[config.mk]
export PLATFORM = sky130hd
export DESIGN_NAME = dct_top
export DESIGN_NICKNAME = d
export VERILOG_FILES = /design/src/core/dct_pkg.sv /design/src/core/dct_channel.sv /design/src/core/dct_top.sv
export VERILOG_INCLUDE_DIRS = /design/src /design/src/core
export SDC_FILE = /design/constraint.sdc
export NUM_CORES = 1
export LEC_CHECK = 0
export BUFFER_PORTS_ARGS = -buffer_cell sky130_fd_sc_hd__buf_2
export CORE_AREA = 5 5 127 129
export CTS_BUF_LIST = sky130_fd_sc_hd__clkbuf_4 sky130_fd_sc_hd__clkbuf_8 sky130_fd_sc_hd__clkbuf_16
export DETAILED_ROUTE_END_ITERATION = 10
export DIE_AREA = 0 0 132 134
export PLACE_DENSITY = 0.75
export SLEW_MARGIN = 20
export SYNTH_ARGS = -nofsm -noshare
export SYNTH_HDL_FRONTEND = slang
export SYNTH_SLANG_ARGS = --single-unit
[constraint.sdc]
create_clock -name hclk -period 2.22 [get_ports hclk]
set_input_delay 0.333 -clock hclk [delete_from_list [all_inputs] [get_ports hclk]]
set_output_delay 0.333 -clock hclk [all_outputs]
set_load 0.005 [all_outputs]
[src/core/dct_consts.svh]
// Register offsets, field positions, reset values and timing counts for the dual counter/timer
`ifndef DCT_CONSTS_SVH
`define DCT_CONSTS_SVH
`define DCT_OFF_FIRST_LOW 12'h000
`define DCT_OFF_FIRST_HIGH 12'h004
`define DCT_OFF_SECOND_LOW 12'h008
`define DCT_OFF_SECOND_HIGH 12'h00C
`define DCT_OFF_CONTROL 12'h010
`define DCT_OFF_MODE 12'h014
`define DCT_OFF_CLKCTL 12'h018
`define DCT_OFF_IRQEN 12'h01C
`define DCT_OFF_INCFG 12'h020
`define DCT_OFF_STATUS 12'h024
// Control register bits
`define DCT_CTL_SECOND_FLAG 7
`define DCT_CTL_SECOND_RUN 6
`define DCT_CTL_FIRST_FLAG 5
`define DCT_CTL_FIRST_RUN 4
// Mode register: first timer in bits 3..0, second in 7..4
`define DCT_MODE_GATE 3
`define DCT_MODE_CT 2
`define DCT_MODE_SEL_HI 1
`define DCT_MODE_SEL_LO 0
`define DCT_MODE_SECOND_BASE 4
// Clock control register
`define DCT_CLK_FIRST_SYS 3
`define DCT_CLK_SECOND_SYS 4
`define DCT_CLK_SCALE_HI 1
`define DCT_CLK_SCALE_LO 0
// Interrupt enable register
`define DCT_IE_FIRST 1
`define DCT_IE_SECOND 3
// Input configuration register
`define DCT_IN_FIRST_GATE_SELECT_POL 3
`define DCT_IN_GATE1_POL 7
// Prescale divisors
`define DCT_DIV_SCALE0 12
`define DCT_DIV_SCALE1 4
`define DCT_DIV_SCALE2 48
`define DCT_DIV_SCALE3 8
`define DCT_DIV_WIDTH 6
`define DCT_RESET_BYTE 8'h00
`endif

[src/core/dct_pkg.sv]
// Types shared by the dual counter/timer files
`default_nettype none
package dct_pkg;
  typedef enum logic [1:0] {
    DCT_MODE_13BIT,
    DCT_MODE_16BIT,
    DCT_MODE_RELOAD8,
    DCT_MODE_SPLIT8
  } dct_mode_t;
  typedef enum logic [1:0] {
    DCT_SCALE_DIV12,
    DCT_SCALE_DIV4,
    DCT_SCALE_DIV48,
    DCT_SCALE_EXT8
  } dct_scale_t;
endpackage : dct_pkg
`default_nettype wire

[src/core/dct_channel.sv]
// One counter/timer channel: input conditioning, run gating and the count register
`default_nettype none
`include "dct_consts.svh"
module dct_channel
  import dct_pkg::*;
(
  // Clock and reset
  input wire logic hclk,
  input wire logic hresetn,
  // Configuration
  input wire dct_pkg::dct_mode_t mode,
  input wire logic count_sel,
  input wire logic gate_sel,
  input wire logic sys_sel,
  input wire logic run_bit,
  input wire logic gate_pol,
  input wire logic scale_tick,
  // Pins
  input wire logic count_pin,
  input wire logic gate_pin,
  // Software load
  input wire logic load_low,
  input wire logic load_high,
  input wire logic [7:0] load_data,
  // State
  output logic [7:0] low_byte,
  output logic [7:0] high_byte,
  output logic overflow
);
  logic pin_s1_ff, pin_s2_ff, pin_s3_ff;
  logic gate_s1_ff, gate_s2_ff;
  logic [7:0] low_ff, high_ff;
  logic [15:0] nxt_count;
  logic tick;
  logic running;
  logic wrap;

  // Two-stage synchronisers; a third stage for the edge compare
  always_ff @(posedge hclk or negedge hresetn) begin
    if (!hresetn) begin
      pin_s1_ff <= 1'b1;
      pin_s2_ff <= 1'b1;
      pin_s3_ff <= 1'b1;
      gate_s1_ff <= 1'b0;
      gate_s2_ff <= 1'b0;
    end else begin
      pin_s1_ff <= count_pin;
      pin_s2_ff <= pin_s1_ff;
      pin_s3_ff <= pin_s2_ff;
      gate_s1_ff <= gate_pin;
      gate_s2_ff <= gate_s1_ff;
    end
  end

  // Edge found on synchronised samples: adds latency but one event per fall
  assign running = run_bit && (!gate_sel || (gate_s2_ff == gate_pol));
  always_comb begin
    if (count_sel) begin
      tick = pin_s3_ff && !pin_s2_ff;
    end else if (sys_sel) begin
      tick = 1'b1;
    end else begin
      tick = scale_tick;
    end
  end

  always_comb begin
    nxt_count = {high_ff, low_ff};
    wrap = 1'b0;
    if (mode == DCT_MODE_16BIT) begin
      nxt_count = {high_ff, low_ff} + 16'h0001;
      wrap = ({high_ff, low_ff} == 16'hFFFF);
    end else begin
      // Every mode but 16-bit counts as 13-bit: low byte carries out of bit 4; upper bits left as stored
      nxt_count = {high_ff, low_ff[7:5], 5'h00} | {8'h00, 3'h0, low_ff[4:0] + 5'h01};
      if (low_ff[4:0] == 5'h1F) begin
        nxt_count[15:8] = high_ff + 8'h01;
      end
      wrap = (high_ff == 8'hFF) && (low_ff[4:0] == 5'h1F);
    end
  end

  // Software loads take priority; run does not alter the count
  always_ff @(posedge hclk or negedge hresetn) begin
    if (!hresetn) begin
      low_ff <= `DCT_RESET_BYTE;
      high_ff <= `DCT_RESET_BYTE;
    end else if (load_low || load_high) begin
      if (load_low) begin
        low_ff <= load_data;
      end
      if (load_high) begin
        high_ff <= load_data;
      end
    end else if (running && tick) begin
      low_ff <= nxt_count[7:0];
      high_ff <= nxt_count[15:8];
    end
  end

  assign overflow = running && tick && wrap && !(load_low || load_high);
  assign low_byte = low_ff;
  assign high_byte = high_ff;
endmodule : dct_channel
`default_nettype wire

[src/core/dct_top.sv]
// Dual counter/timer with AHB-Lite register slave
// Notes on behaviour
// - Each timer reads its mode field independently; every code but 16-bit counts as 13-bit.
// - Timer clock is one of six sources: sysclk, four prescales (12, 4, 48, 8), or count pin.
// - Counter mode adds one per falling edge of the timer's count pin.
// - Events up to a quarter of system clock rate are counted correctly.
// - Count is sixteen bits, read and written as separate low and high bytes.
// - 13-bit mode: high byte eight upper bits, low byte bits 4..0 lower five.
// - Rollover from all ones to zero sets overflow flag, control bit 5.
// - Mode bit 2 set counts pin falls; clear uses internal clock.
// - Clock control bit 3 set uses system clock, else prescaled clock.
// - Counts when run bit set and gate off or gate input active.
// - Setting run bit neither clears nor reloads the count.
// - Second timer mirrors first with its own bits and second gate polarity.
// - Overflow requests interrupt only when its enable bit is set.
// - 16-bit mode behaves like 13-bit mode but uses all sixteen bits.
//
// Our own choices: the placing of the registers and the AHB-Lite slave port.
`default_nettype none
`include "dct_consts.svh"
module dct_top
  import dct_pkg::*;
(
  // Clock and reset
  input wire logic hclk,
  input wire logic hresetn,
  // AHB-Lite slave
  input wire logic hsel,
  input wire logic [11:0] haddr,
  input wire logic [1:0] htrans,
  input wire logic hwrite,
  input wire logic [2:0] hsize,
  input wire logic [31:0] hwdata,
  input wire logic hready,
  output logic [31:0] hrdata,
  output logic hreadyout,
  output logic hresp,
  // Timer pins
  input wire logic count_pin_zero,
  input wire logic count_pin_one,
  input wire logic external_gate_zero,
  input wire logic external_gate_one,
  // Interrupt requests
  output logic first_overflow_irq,
  output logic second_overflow_irq
);
  import dct_pkg::*;

  logic [7:0] timer_control_register_ff;
  logic [7:0] timer_mode_register_ff;
  logic [7:0] clock_control_register_ff;
  logic [7:0] interrupt_enable_register_ff;
  logic [7:0] external_input_config_ff;
  logic wr_pend_ff;
  logic [11:0] wr_addr_ff;
  logic [31:0] hrdata_ff;
  logic [`DCT_DIV_WIDTH-1:0] div_ff;
  logic [`DCT_DIV_WIDTH-1:0] div_lim;
  logic scale_tick;
  logic [7:0] first_timer_low_byte, first_timer_high_byte;
  logic [7:0] second_timer_low_byte, second_timer_high_byte;
  logic first_ovf, second_ovf;
  logic addr_phase;
  logic wr_ctl;
  logic [7:0] wbyte;
  logic [7:0] nxt_control;
  logic [31:0] nxt_rdata;

  assign addr_phase = hsel && hready && htrans[1];
  assign wbyte = hwdata[7:0];
  assign wr_ctl = wr_pend_ff && (wr_addr_ff == `DCT_OFF_CONTROL);

  // Write data lands in the data phase, so the address is held one cycle
  always_ff @(posedge hclk or negedge hresetn) begin
    if (!hresetn) begin
      wr_pend_ff <= 1'b0;
      wr_addr_ff <= 12'h000;
    end else begin
      wr_pend_ff <= addr_phase && hwrite;
      if (addr_phase) begin
        wr_addr_ff <= {haddr[11:2], 2'b00};
      end
    end
  end

  always_ff @(posedge hclk or negedge hresetn) begin
    if (!hresetn) begin
      timer_mode_register_ff <= `DCT_RESET_BYTE;
      clock_control_register_ff <= `DCT_RESET_BYTE;
      interrupt_enable_register_ff <= `DCT_RESET_BYTE;
      external_input_config_ff <= `DCT_RESET_BYTE;
    end else if (wr_pend_ff) begin
      case (wr_addr_ff)
        `DCT_OFF_MODE: timer_mode_register_ff <= wbyte;
        `DCT_OFF_CLKCTL: clock_control_register_ff <= wbyte;
        `DCT_OFF_IRQEN: interrupt_enable_register_ff <= wbyte;
        `DCT_OFF_INCFG: external_input_config_ff <= wbyte;
        default: begin
        end
      endcase
    end
  end

  // Overflow set wins over a software clear in the same cycle
  always_comb begin
    nxt_control = timer_control_register_ff;
    if (wr_ctl) begin
      nxt_control = wbyte;
    end
    if (first_ovf) begin
      nxt_control[`DCT_CTL_FIRST_FLAG] = 1'b1;
    end
    if (second_ovf) begin
      nxt_control[`DCT_CTL_SECOND_FLAG] = 1'b1;
    end
  end

  always_ff @(posedge hclk or negedge hresetn) begin
    if (!hresetn) begin
      timer_control_register_ff <= `DCT_RESET_BYTE;
    end else begin
      timer_control_register_ff <= nxt_control;
    end
  end

  // Shared prescaler; external-oscillator choice falls back to divide by 8 of hclk
  always_comb begin
    case (dct_scale_t'(clock_control_register_ff[`DCT_CLK_SCALE_HI:`DCT_CLK_SCALE_LO]))
      DCT_SCALE_DIV12: div_lim = `DCT_DIV_WIDTH'(`DCT_DIV_SCALE0 - 1);
      DCT_SCALE_DIV4: div_lim = `DCT_DIV_WIDTH'(`DCT_DIV_SCALE1 - 1);
      DCT_SCALE_DIV48: div_lim = `DCT_DIV_WIDTH'(`DCT_DIV_SCALE2 - 1);
      default: div_lim = `DCT_DIV_WIDTH'(`DCT_DIV_SCALE3 - 1);
    endcase
  end

  always_ff @(posedge hclk or negedge hresetn) begin
    if (!hresetn) begin
      div_ff <= '0;
    end else if (div_ff >= div_lim) begin
      div_ff <= '0;
    end else begin
      div_ff <= div_ff + `DCT_DIV_WIDTH'(1);
    end
  end
  assign scale_tick = (div_ff >= div_lim);

  dct_channel u_first (
    .hclk(hclk),
    .hresetn(hresetn),
    .mode(dct_mode_t'(timer_mode_register_ff[`DCT_MODE_SEL_HI:`DCT_MODE_SEL_LO])),
    .count_sel(timer_mode_register_ff[`DCT_MODE_CT]),
    .gate_sel(timer_mode_register_ff[`DCT_MODE_GATE]),
    .sys_sel(clock_control_register_ff[`DCT_CLK_FIRST_SYS]),
    .run_bit(timer_control_register_ff[`DCT_CTL_FIRST_RUN]),
    .gate_pol(external_input_config_ff[`DCT_IN_FIRST_GATE_SELECT_POL]),
    .scale_tick(scale_tick),
    .count_pin(count_pin_zero),
    .gate_pin(external_gate_zero),
    .load_low(wr_pend_ff && (wr_addr_ff == `DCT_OFF_FIRST_LOW)),
    .load_high(wr_pend_ff && (wr_addr_ff == `DCT_OFF_FIRST_HIGH)),
    .load_data(wbyte),
    .low_byte(first_timer_low_byte),
    .high_byte(first_timer_high_byte),
    .overflow(first_ovf)
  );

  dct_channel u_second (
    .hclk(hclk),
    .hresetn(hresetn),
    .mode(dct_mode_t'(timer_mode_register_ff[`DCT_MODE_SECOND_BASE+1:`DCT_MODE_SECOND_BASE])),
    .count_sel(timer_mode_register_ff[`DCT_MODE_SECOND_BASE+`DCT_MODE_CT]),
    .gate_sel(timer_mode_register_ff[`DCT_MODE_SECOND_BASE+`DCT_MODE_GATE]),
    .sys_sel(clock_control_register_ff[`DCT_CLK_SECOND_SYS]),
    .run_bit(timer_control_register_ff[`DCT_CTL_SECOND_RUN]),
    .gate_pol(external_input_config_ff[`DCT_IN_GATE1_POL]),
    .scale_tick(scale_tick),
    .count_pin(count_pin_one),
    .gate_pin(external_gate_one),
    .load_low(wr_pend_ff && (wr_addr_ff == `DCT_OFF_SECOND_LOW)),
    .load_high(wr_pend_ff && (wr_addr_ff == `DCT_OFF_SECOND_HIGH)),
    .load_data(wbyte),
    .low_byte(second_timer_low_byte),
    .high_byte(second_timer_high_byte),
    .overflow(second_ovf)
  );

  // Read mux; unmapped offsets read zero
  always_comb begin
    case ({haddr[11:2], 2'b00})
      `DCT_OFF_FIRST_LOW: nxt_rdata = {24'h000000, first_timer_low_byte};
      `DCT_OFF_FIRST_HIGH: nxt_rdata = {24'h000000, first_timer_high_byte};
      `DCT_OFF_SECOND_LOW: nxt_rdata = {24'h000000, second_timer_low_byte};
      `DCT_OFF_SECOND_HIGH: nxt_rdata = {24'h000000, second_timer_high_byte};
      `DCT_OFF_CONTROL: nxt_rdata = {24'h000000, timer_control_register_ff};
      `DCT_OFF_MODE: nxt_rdata = {24'h000000, timer_mode_register_ff};
      `DCT_OFF_CLKCTL: nxt_rdata = {24'h000000, clock_control_register_ff};
      `DCT_OFF_IRQEN: nxt_rdata = {24'h000000, interrupt_enable_register_ff};
      `DCT_OFF_INCFG: nxt_rdata = {24'h000000, external_input_config_ff};
      `DCT_OFF_STATUS: nxt_rdata = {30'h0, second_overflow_irq, first_overflow_irq};
      default: nxt_rdata = 32'h00000000;
    endcase
  end

  always_ff @(posedge hclk or negedge hresetn) begin
    if (!hresetn) begin
      hrdata_ff <= 32'h00000000;
    end else if (addr_phase && !hwrite) begin
      hrdata_ff <= nxt_rdata;
    end
  end

  assign hrdata = hrdata_ff;
  assign hreadyout = 1'b1;
  assign hresp = 1'b0;

  // Interrupt requests follow the flags, gated by enables
  assign first_overflow_irq = timer_control_register_ff[`DCT_CTL_FIRST_FLAG] &&
                              interrupt_enable_register_ff[`DCT_IE_FIRST];
  assign second_overflow_irq = timer_control_register_ff[`DCT_CTL_SECOND_FLAG] &&
                               interrupt_enable_register_ff[`DCT_IE_SECOND];
endmodule : dct_top
`default_nettype wire

# == Word-level counts from Yosys, hierarchy flattened ==
# Index checks and enable logic that the tools add are counted.
# totals
ff_bits,131
in_bits,58
out_inout_bits,36
elab_cells,145
# op_classes
addsub,7
order_cmp,1
n_eq_ne,33
muxes,28
n_bitwise,2
reduce_logical,49
# ops
cell,n
2-to-1 mux 8 bit,15
"== test 10 x 3 -> 1 bit, second input constant",8
one-hot mux 8 bit (10 select lines),1
"== test 10 x 2 -> 1 bit, second input constant",4
"adder 16 x 1 -> 16 bit, second input constant",2
"== test 16 bit, second input constant",2
2-to-1 mux 16 bit,2
bitwise OR 16 x 5 -> 16 bit,2
"== test 10 x 4 -> 1 bit, second input constant",3
logical AND 1 bit,23
"== test 10 x 1 -> 1 bit, second input constant",2
one-hot mux 6 bit (3 select lines),1
"adder 8 x 1 -> 8 bit, second input constant",2
"== test 8 bit, second input constant",2
AND reduction 2 bit,8
logical NOT 12 bit,1
"adder 5 x 1 -> 5 bit, second input constant",2
"== test 5 bit, second input constant",2
logical NOT 10 bit,1
2-to-1 mux 1 bit,8
"inequality test 2 x 1 -> 1 bit, second input constant",4
nonzero test 2 bit,4
logical NOT 1 bit,7
"adder 6 x 1 -> 6 bit, second input constant",1
other kinds (7),13

# == Logic depth before layout (Yosys ltp) ==
# Gate-level depths: netlist of the first run.
# logic_depth
depth_word,9
depth_mapped,9

# == Hierarchy ==
# Synthesis of the first run repeated with hierarchy kept, for this count alone.
# unflattened
hier_cells,663
hier_area_um2,6520.0
# by_module_without_submodules
module,n_inst,cells_per_inst,area_per_inst_um2
dct_top,1,335,3769.9
dct_channel,2,164,1375.1

# == Least setup slack after synthesis of the first run ==
# Ideal clock, no wire load.
# synth_path
path_type,register to register
from,register clock_control_register_ff[0]
to,register u_second.low_ff[6] (netlist: u_second.low_byte[6])
arrival_time_ps,2072
t_required_ps,2100
path_slack_ps,28
stages_incl_launch_ff,9
synth_period_minus_slack_ps,2192
cell_sequence,dfrtp_1 -> nand2b_1 -> ha_1 -> o21ai_0 -> o211ai_2 -> o31ai_1 -> nor4_1 -> a32o_1 -> a31o_2
# synth_via
elab_chain_cells,8
word_cells_on_any_way,10
# synth_rtl
element,line,rtl
start: declaration,dct_top.sv:51,logic [7:0] clock_control_register_ff;
start signal: assignment,dct_top.sv:89,clock_control_register_ff <= `DCT_RESET_BYTE;
start signal: assignment,dct_top.sv:95,`DCT_OFF_CLKCTL: clock_control_register_ff <= wbyte;
"== test 2 bit, or another cell as far along",dct_top.sv:128,case (dct_scale_t'(clock_control_register_ff[`DCT_CLK_SCALE_HI:`DCT_CLK_SCALE_LO]))
one-hot mux 6 bit (3 select lines) (*),dct_top.sv:128,
>= comparator 6 bit (*),dct_top.sv:145,assign scale_tick = (div_ff >= div_lim);
2-to-1 mux 1 bit (*),dct_channel.sv:60,end else if (sys_sel) begin
2-to-1 mux 1 bit (*),dct_channel.sv:58,if (count_sel) begin
logical AND 1 bit (*),dct_channel.sv:95,end else if (running && tick) begin
nonzero test 2 bit (no source line) (*),-,
AND reduction 2 bit (no source line) (*),-,
end signal: assignment,dct_channel.sv:86,low_ff <= `DCT_RESET_BYTE;
end signal: assignment,dct_channel.sv:90,low_ff <= load_data;
end signal: assignment,dct_channel.sv:96,low_ff <= nxt_count[7:0];
end: declaration,dct_channel.sv:32,"logic [7:0] low_ff, high_ff;"
# Mark *: on every way between the ends. The rest lies on a longest branch, timed or not.
# A chain may end at the register's enable or synchronous reset.

# == Worst setup path in the final report of the first run ==
# layout_path
from,register u_first.pin_s3_ff
to,register u_first.high_ff[6] (netlist: u_first.high_byte[6])
# layout_via
elab_chain_cells,5
# layout_rtl
element,line,rtl
start: declaration,dct_channel.sv:30,"logic pin_s1_ff, pin_s2_ff, pin_s3_ff;"
start signal: assignment,dct_channel.sv:49,pin_s3_ff <= pin_s2_ff;
logical AND 1 bit,dct_channel.sv:59,tick = pin_s3_ff && !pin_s2_ff;
2-to-1 mux 1 bit,dct_channel.sv:58,
logical AND 1 bit,dct_channel.sv:95,
nonzero test 2 bit (no source line),-,
AND reduction 2 bit (no source line),-,
end signal: assignment,dct_channel.sv:87,high_ff <= `DCT_RESET_BYTE;
end signal: assignment,dct_channel.sv:93,high_ff <= load_data;
end signal: assignment,dct_channel.sv:97,high_ff <= nxt_count[15:8];
end: declaration,dct_channel.sv:32,
# No other way between the ends.

==> impl_metrics.env, run 1 <==
export IMPL_top_layer="met5"
export IMPL_period_share_pct=100
export IMPL_clock_latency_ns=0.36
export IMPL_slew_violations=0
export IMPL_dieArea_um2=17700
export IMPL_clockBufferDepth=2
export IMPL_dp_hpwl_mm=12.9
export IMPL_drtAntennaViolNets=0
export IMPL_first_pass_iters=5
export IMPL_clock_sinks=107
export IMPL_violations="setup timing"
export IMPL_vias_per_cell=5.94
export IMPL_power_density_nw_per_um2=741
export IMPL_cp_end_kind="flip-flop"
export IMPL_status="finished, violations left"
export IMPL_grt_pass1_wl_mm=27.8
export IMPL_ys_warn_count=0
export IMPL_skew_ns=0.00839
export IMPL_die_h_um=134
export IMPL_worstSetupPathType="reg2reg"
export IMPL_final_core_util_pct=50.3
export IMPL_syn_inst=619
export IMPL_stdcell_area_um2=7500
export IMPL_htreeDepth=3
export IMPL_setup_viol=1
export IMPL_place_gp_congestion=0.978
export IMPL_grt_pass1_vias=4935
export IMPL_place_area_um2=6940
export IMPL_drc=0
export IMPL_overflow=0
export IMPL_fill_cells=1318
export IMPL_synth_edf_count=0
export IMPL_ys_seq_elements=107
export IMPL_multi_input_area_um2=3340
export IMPL_startpoint_type="flip-flop"
export IMPL_final_setup_tns_ns=-0.00998
export IMPL_drt_wl_total_mm=18.2
export IMPL_io_pins=94
export IMPL_drive_above_1_share_pct=31.0
export IMPL_clockRootBuffer="clkbuf_16"
export IMPL_ys_types=74
export IMPL_max_stage_delay_ns=0.58
export IMPL_regArea_um2=2690
export IMPL_met1_length_mm=7.83
export IMPL_core_area_um2=14900
export IMPL_initial_utilization_pct=41.1
export IMPL_slew_headroom_pct=58.8
export IMPL_post_drt_wl_per_cell_um=19.9
export IMPL_syn_to_final_growth_pct=22.3
export IMPL_wl_met2_mm=8.09
export IMPL_rsz0062_at_grt="yes"
export IMPL_fmax_mhz=448
export IMPL_drtIter0Drc=704
export IMPL_crit_slowest_cell="a221oi_1"
export IMPL_via_count=5424
export IMPL_die_x_um=132
export IMPL_cts_tree="yes"
export IMPL_numCtsBuffers=9
export IMPL_ir_drop_uv=380
export IMPL_tightest_slew_ns=0.618
export IMPL_ys_seq_area_share_pct=43.8
export IMPL_p_total_mw=5.56
export IMPL_synthesis_area_um2=6130
export IMPL_cts_hold_buf=0
export IMPL_leakage_nw=3.30
export IMPL_diodes=0
export IMPL_portBuffers=37
export IMPL_antenna_found_initial=1
export IMPL_hold_violations=0
export IMPL_postSynthAreaPerCell_um2=9.91
export IMPL_setup_ws_ns=-0.00998
export IMPL_ys_flop_type="dfrtp_1"
export IMPL_crit_path_cell_trace="nand2b_1, a221oi_1, o31ai_4, buf_6, o21ai_4, o21ai_1, a22o_1"
export IMPL_grt_usage_pct=19.9
export IMPL_cp_max_fo=7
export IMPL_min_period_ns=2.23
export IMPL_wl_met3_mm=1.73
export IMPL_path_clk_slew_ns=0.07
export IMPL_required_ns=2.48
export IMPL_grt_max_degree=108
export IMPL_maxCapViolCount=0
export IMPL_num_rows=45
export IMPL_hold_path_class="in2async"
export IMPL_async_flop_share_pct=100
export IMPL_finalNetCount=788
export IMPL_worstPathArrival_ns=2.49
[metal layers]
metal | track usage, % | up-vias
met5 | 0 | -
met4 | 7.49 | 2
met3 | 4.24 | 47
met2 | 29.6 | 282
met1 | 28.4 | 2644
li1 | - | 2449
[critical path: cells and delay by family, from the launching register on]
kind,cells,cell delay [ns]
AOI/OAI and AO/OA,5,1.38
DFF,1,0.52
and+or+nand+nor,1,0.06
buffers and inverters,1,0.17
[Yosys cell counts (6+ instances only)]
| cell | n | share of area, % |
|---|---|---|
| dfrtp_1 | 101 | 41 |
| nand2_1 | 60 | 3.7 |
| mux2_2 | 53 | 9.7 |
| nor2_1 | 49 | 3.0 |
| o21ai_0 | 48 | 3.9 |
| buf_4 | 27 | 3.3 |
| a21oi_1 | 23 | 1.9 |
| nand3_1 | 19 | 1.6 |
| nor3_1 | 14 | 1.1 |
| and3_1 | 12 | 1.2 |
| clkbuf_1 | 11 | 0.67 |
| inv_1 | 11 | 0.67 |
| nand4_1 | 11 | 1.1 |
| a31oi_1 | 10 | 1.0 |
| ha_1 | 10 | 2.0 |
| a22o_1 | 9 | 1.3 |
| mux2i_1 | 9 | 1.5 |
| nor4_1 | 9 | 0.92 |
| buf_2 | 8 | 0.65 |
| nand2b_1 | 8 | 0.82 |
| dfstp_2 | 6 | 2.6 |
[layout make-up]
| class | instances | area share, % |
|---|---|---|
| Sequential cell | 107 | 35.8 |
| Tap cell | 188 | 3.14 |
| Clock inverter | 7 | 1.00 |
| Timing Repair Buffer | 117 | 11.9 |
| Clock buffer | 9 | 3.00 |
| Inverter | 11 | 0.550 |
| Multi-Input combinational cell | 474 | 44.6 |
[layout by cell type (no fill, tap or decap), types with 5 or more instances in the layout]
cell type  count
mux2_4        19
nor3_1        13
buf_6          7
nor4_1         6
mux2i_1        9
and3_1        11
buf_12         5
nand2b_1       8
xor2_1         5
clkbuf_16     10
nand3_1       18
a22o_1         9
o21ai_0       40
dfrtp_1      101
inv_1         11
buf_4         68
a21o_1         5
mux2_2        34
dfstp_2        6
o21ai_1        7
nand4_1       11
nand2_1       59
buf_2         36
ha_1          10
and2_1         5
a21oi_1       23
a31oi_1       10
nor2_1        49
conb_1        26
[final timing paths]
kind | cells after the start | to | from | slack, ns
worst max-delay path | 7 | u_first.high_byte[6] | u_first.pin_s3_ff | -0.01
worst min-delay path | 2 | u_first.low_byte[0] | hresetn | 0.03
worst max register to register | 7 | u_first.high_byte[6] | u_first.pin_s3_ff | -0.01
worst min register to register | 0 | u_first.gate_s2_ff | u_first.gate_s1_ff | 0.35
max in group asynchronous | 2 | u_second.low_byte[6] | hresetn | 1.77
min in group hclk | 1 | u_second.pin_s1_ff | count_pin_one | 0.06
[sequential cells by signal (all words and copies together) (netlist names)]
name                          count
u_first.high_byte                 8
interrupt_enable_register_ff      8
wr_addr_ff                       10
u_second.pin_s1_ff                1
u_second.gate_s1_ff               1
timer_control_register_ff         8
u_second.low_byte                 8
u_first.pin_s3_ff                 1
u_first.gate_s1_ff                1
timer_mode_register_ff            8
u_first.gate_s2_ff                1
u_second.high_byte                8
external_input_config_ff          8
wr_pend_ff                        1
u_second.pin_s3_ff                1
u_first.pin_s2_ff                 1
clock_control_register_ff         8
u_first.pin_s1_ff                 1
div_ff                            6
u_second.pin_s2_ff                1
u_first.low_byte                  8
hrdata                            8
u_second.gate_s2_ff               1
[kinds of logic after synthesis]
kind of cell / synth area share [%]
compound gates: 17.3
xor+xnor: 1.14
fa+ha+maj: 2.04
buf+inv: 5.73
flops: 43.8
mux: 11.8
other cells: 0.122
simple gates: 18.2
[through the flow]
stage | instances | hold WS (ns) | worst slack (ns)
finish | 913 | 0.0343 | -0.00998
global route | 913 | 0.0658 | -0.0839
CTS | 904 | 0.0566 | 0.000514
detailed placement | 888 | 0.336 | -0.0516
global placement | 888 | 0.335 | -0.0213
floorplan | 643 | 0.0374 | 0.0280
[power by group]
| part | leakage (nW) | switching (mW) | internal, mW |
|---|---|---|---|
| combinational | 1.84 | 0.828 | 0.660 |
| sequential | 1.31 | 0.246 | 2.18 |
| clock | 0.144 | 0.764 | 0.883 |
[timing repair]
action | 4_1_cts | 5_1_grt
buffers inserted | 0 | 8
cloned | 0 | 1
resized for setup | 8 | 40
pin swaps | 0 | 8
endpoints found under the setup margin | 13 | 47
No activity file was read; power rests on OpenSTA's default activity.
==> run 2, diff against run 1 <==
==> constraint.sdc (replaced) <==
create_clock -name hclk -period 2.22 [get_ports hclk]
set_input_delay 0 -clock hclk [delete_from_list [all_inputs] [get_ports hclk]]
set_output_delay 0 -clock hclk [all_outputs]
set_load 0.005 [all_outputs]
==> impl_metrics.env, run 2 (synthesized netlist as in run 1, its figures left out) <==
export IMPL_multi_input_area_um2=3410
export IMPL_slew_headroom_pct=53.7
export IMPL_final_core_util_pct=51.5
export IMPL_fill_cells=1304
export IMPL_dp_hpwl_mm=13.3
export IMPL_largest_register="wr_addr_ff"
export IMPL_initial_utilization_pct=41.1
export IMPL_first_pass_iters=5
export IMPL_via_count=5491
export IMPL_violations="setup timing"
export IMPL_overflow=0
export IMPL_finalNetCount=803
export IMPL_grt_pass1_wl_mm=28.4
export IMPL_ir_drop_uv=455
export IMPL_min_period_ns=2.28
export IMPL_layout_common_cells="dfrtp_1 (101), buf_4 (70), nand2_1 (59)"
export IMPL_setup_ws_ns=-0.0554
export IMPL_portBuffers=37
export IMPL_final_common_cell="dfrtp_1"
export IMPL_worstPathArrival_ns=2.52
export IMPL_grt_pass1_vias=5091
export IMPL_diodes=0
export IMPL_maxCapViolCount=0
export IMPL_dieArea_um2=17700
export IMPL_drtAntennaViolNets=0
export IMPL_place_gp_congestion=0.994
export IMPL_tightest_slew_ns=0.695
export IMPL_place_area_um2=6900
export IMPL_cts_tree="yes"
export IMPL_numCtsBuffers=9
export IMPL_cp_max_fo=7
export IMPL_status="finished, violations left"
export IMPL_stdcell_area_um2=7690
export IMPL_largest_reg_flops=10
export IMPL_grt_max_degree=51
export IMPL_path_clk_slew_ns=0.07
export IMPL_skew_ns=0.00857
export IMPL_clock_sinks=107
export IMPL_post_place_ws_ns=-0.104
export IMPL_core_area_um2=14900
export IMPL_io_pins=94
export IMPL_power_density_nw_per_um2=744
export IMPL_vias_per_cell=5.92
export IMPL_startpoint_type="flip-flop"
export IMPL_clock_latency_ns=0.35
export IMPL_drt_wl_total_mm=18.7
export IMPL_worstSetupPathType="reg2reg"
export IMPL_rsz0062_at_grt="yes"
export IMPL_antenna_found_initial=1
export IMPL_required_ns=2.46
export IMPL_drtIter0Drc=557
export IMPL_clockRootBuffer="clkbuf_16"
export IMPL_p_total_mw=5.72
export IMPL_cp_end_kind="flip-flop"
export IMPL_hold_path_class="in2reg"
export IMPL_setup_viol=5
export IMPL_drc=0
export IMPL_period_share_pct=102
export IMPL_slew_violations=0
export IMPL_die_h_um=134
export IMPL_fmax_mhz=439
export IMPL_clockBufferDepth=2
export IMPL_grt_usage_pct=20.4
export IMPL_syn_to_final_growth_pct=25.4
export IMPL_leakage_nw=3.37
export IMPL_hold_violations=0
export IMPL_drive_above_1_share_pct=32.2
export IMPL_die_x_um=132
export IMPL_htreeDepth=3
export IMPL_num_rows=45
export IMPL_final_setup_tns_ns=-0.174
export IMPL_post_drt_wl_per_cell_um=20.2
export IMPL_regArea_um2=2690
[run 2: cell count changes in the layout (fill, tap and decap cells not counted), sizes merged]
cell | previous run | this run
dlygate4sd3 | 0 | 14
buf | 116 | 118
clkbuf | 10 | 12
inv | 13 | 11
clkinv | 2 | 1
[run 2: layer usage]
layer	GRT usage [%]	up-vias	wire [um]
met1	28.1	2673	7880
met2	31.0	294	8390
li1	-	2474	-
met3	5.78	48	1880
met4	6.63	2	578
met5	0	-	9
[run 2: cell type report]
class / count / share of cell area [%]
multi-input cells: 474 / 44.3
clock inverters: 4 / 0.651
well taps: 188 / 3.06
inverters: 11 / 0.537
flip-flops and latches: 107 / 34.9
clock buffers: 12 / 3.30
repair buffers: 132 / 13.2
[run 2: what timing repair did]
item                       4_1_cts  5_1_grt
hold buffers                    14        0
gates cloned                     0        0
hold endpoints to repair        61        0
setup endpoints to repair       17       44
gates resized for setup          5       60
buffers inserted                 1       12
pin swaps                        1       12
[run 2: critical path, cell delays in order (launching register included)]
cell	delay, ns
dfrtp_1	0.39
or3b_4	0.41
buf_6	0.14
nor4_4	0.30
buf_4	0.18
nand3_4	0.09
o22a_4	0.31
buf_6	0.13
buf_6	0.11
nand2_2	0.06
o21ai_2	0.05
[run 2: stage by stage]
stage | instances | hold WS (ns)
after CTS | 916 | 0.0177
final | 928 | 0.0344
after global routing | 928 | 0.0503
after floorplan | 643 | -0.296
after global placement | 885 | 0.0748
after detailed placement | 885 | 0.0826
[run 2: path summary, 6_finish.rpt]
kind / end / slack [ns] / from / cells after the start
setup reg to reg: u_second.high_byte[1] / -0.06 / wr_addr_ff[9] / 10
min in group asynchronous: u_first.high_byte[1] / 0.23 / hresetn / 2
max in group asynchronous: u_second.pin_s2_ff / 1.25 / hresetn / 3
hold reg to reg: u_first.gate_s2_ff / 0.35 / u_first.gate_s1_ff / 0
setup / recovery: u_second.high_byte[1] / -0.06 / wr_addr_ff[9] / 10
hold / removal: u_first.low_byte[4] / 0.03 / hwdata[4] / 3
[run 2: report_power, final]
| part | leakage, nW | internal [mW] | switching (mW) |
|---|---|---|---|
| logic | 1.91 | 0.743 | 0.876 |
| clock network | 0.146 | 0.930 | 0.736 |
| registers | 1.31 | 2.18 | 0.251 |
| total | 3.37 | 3.85 | 1.86 |
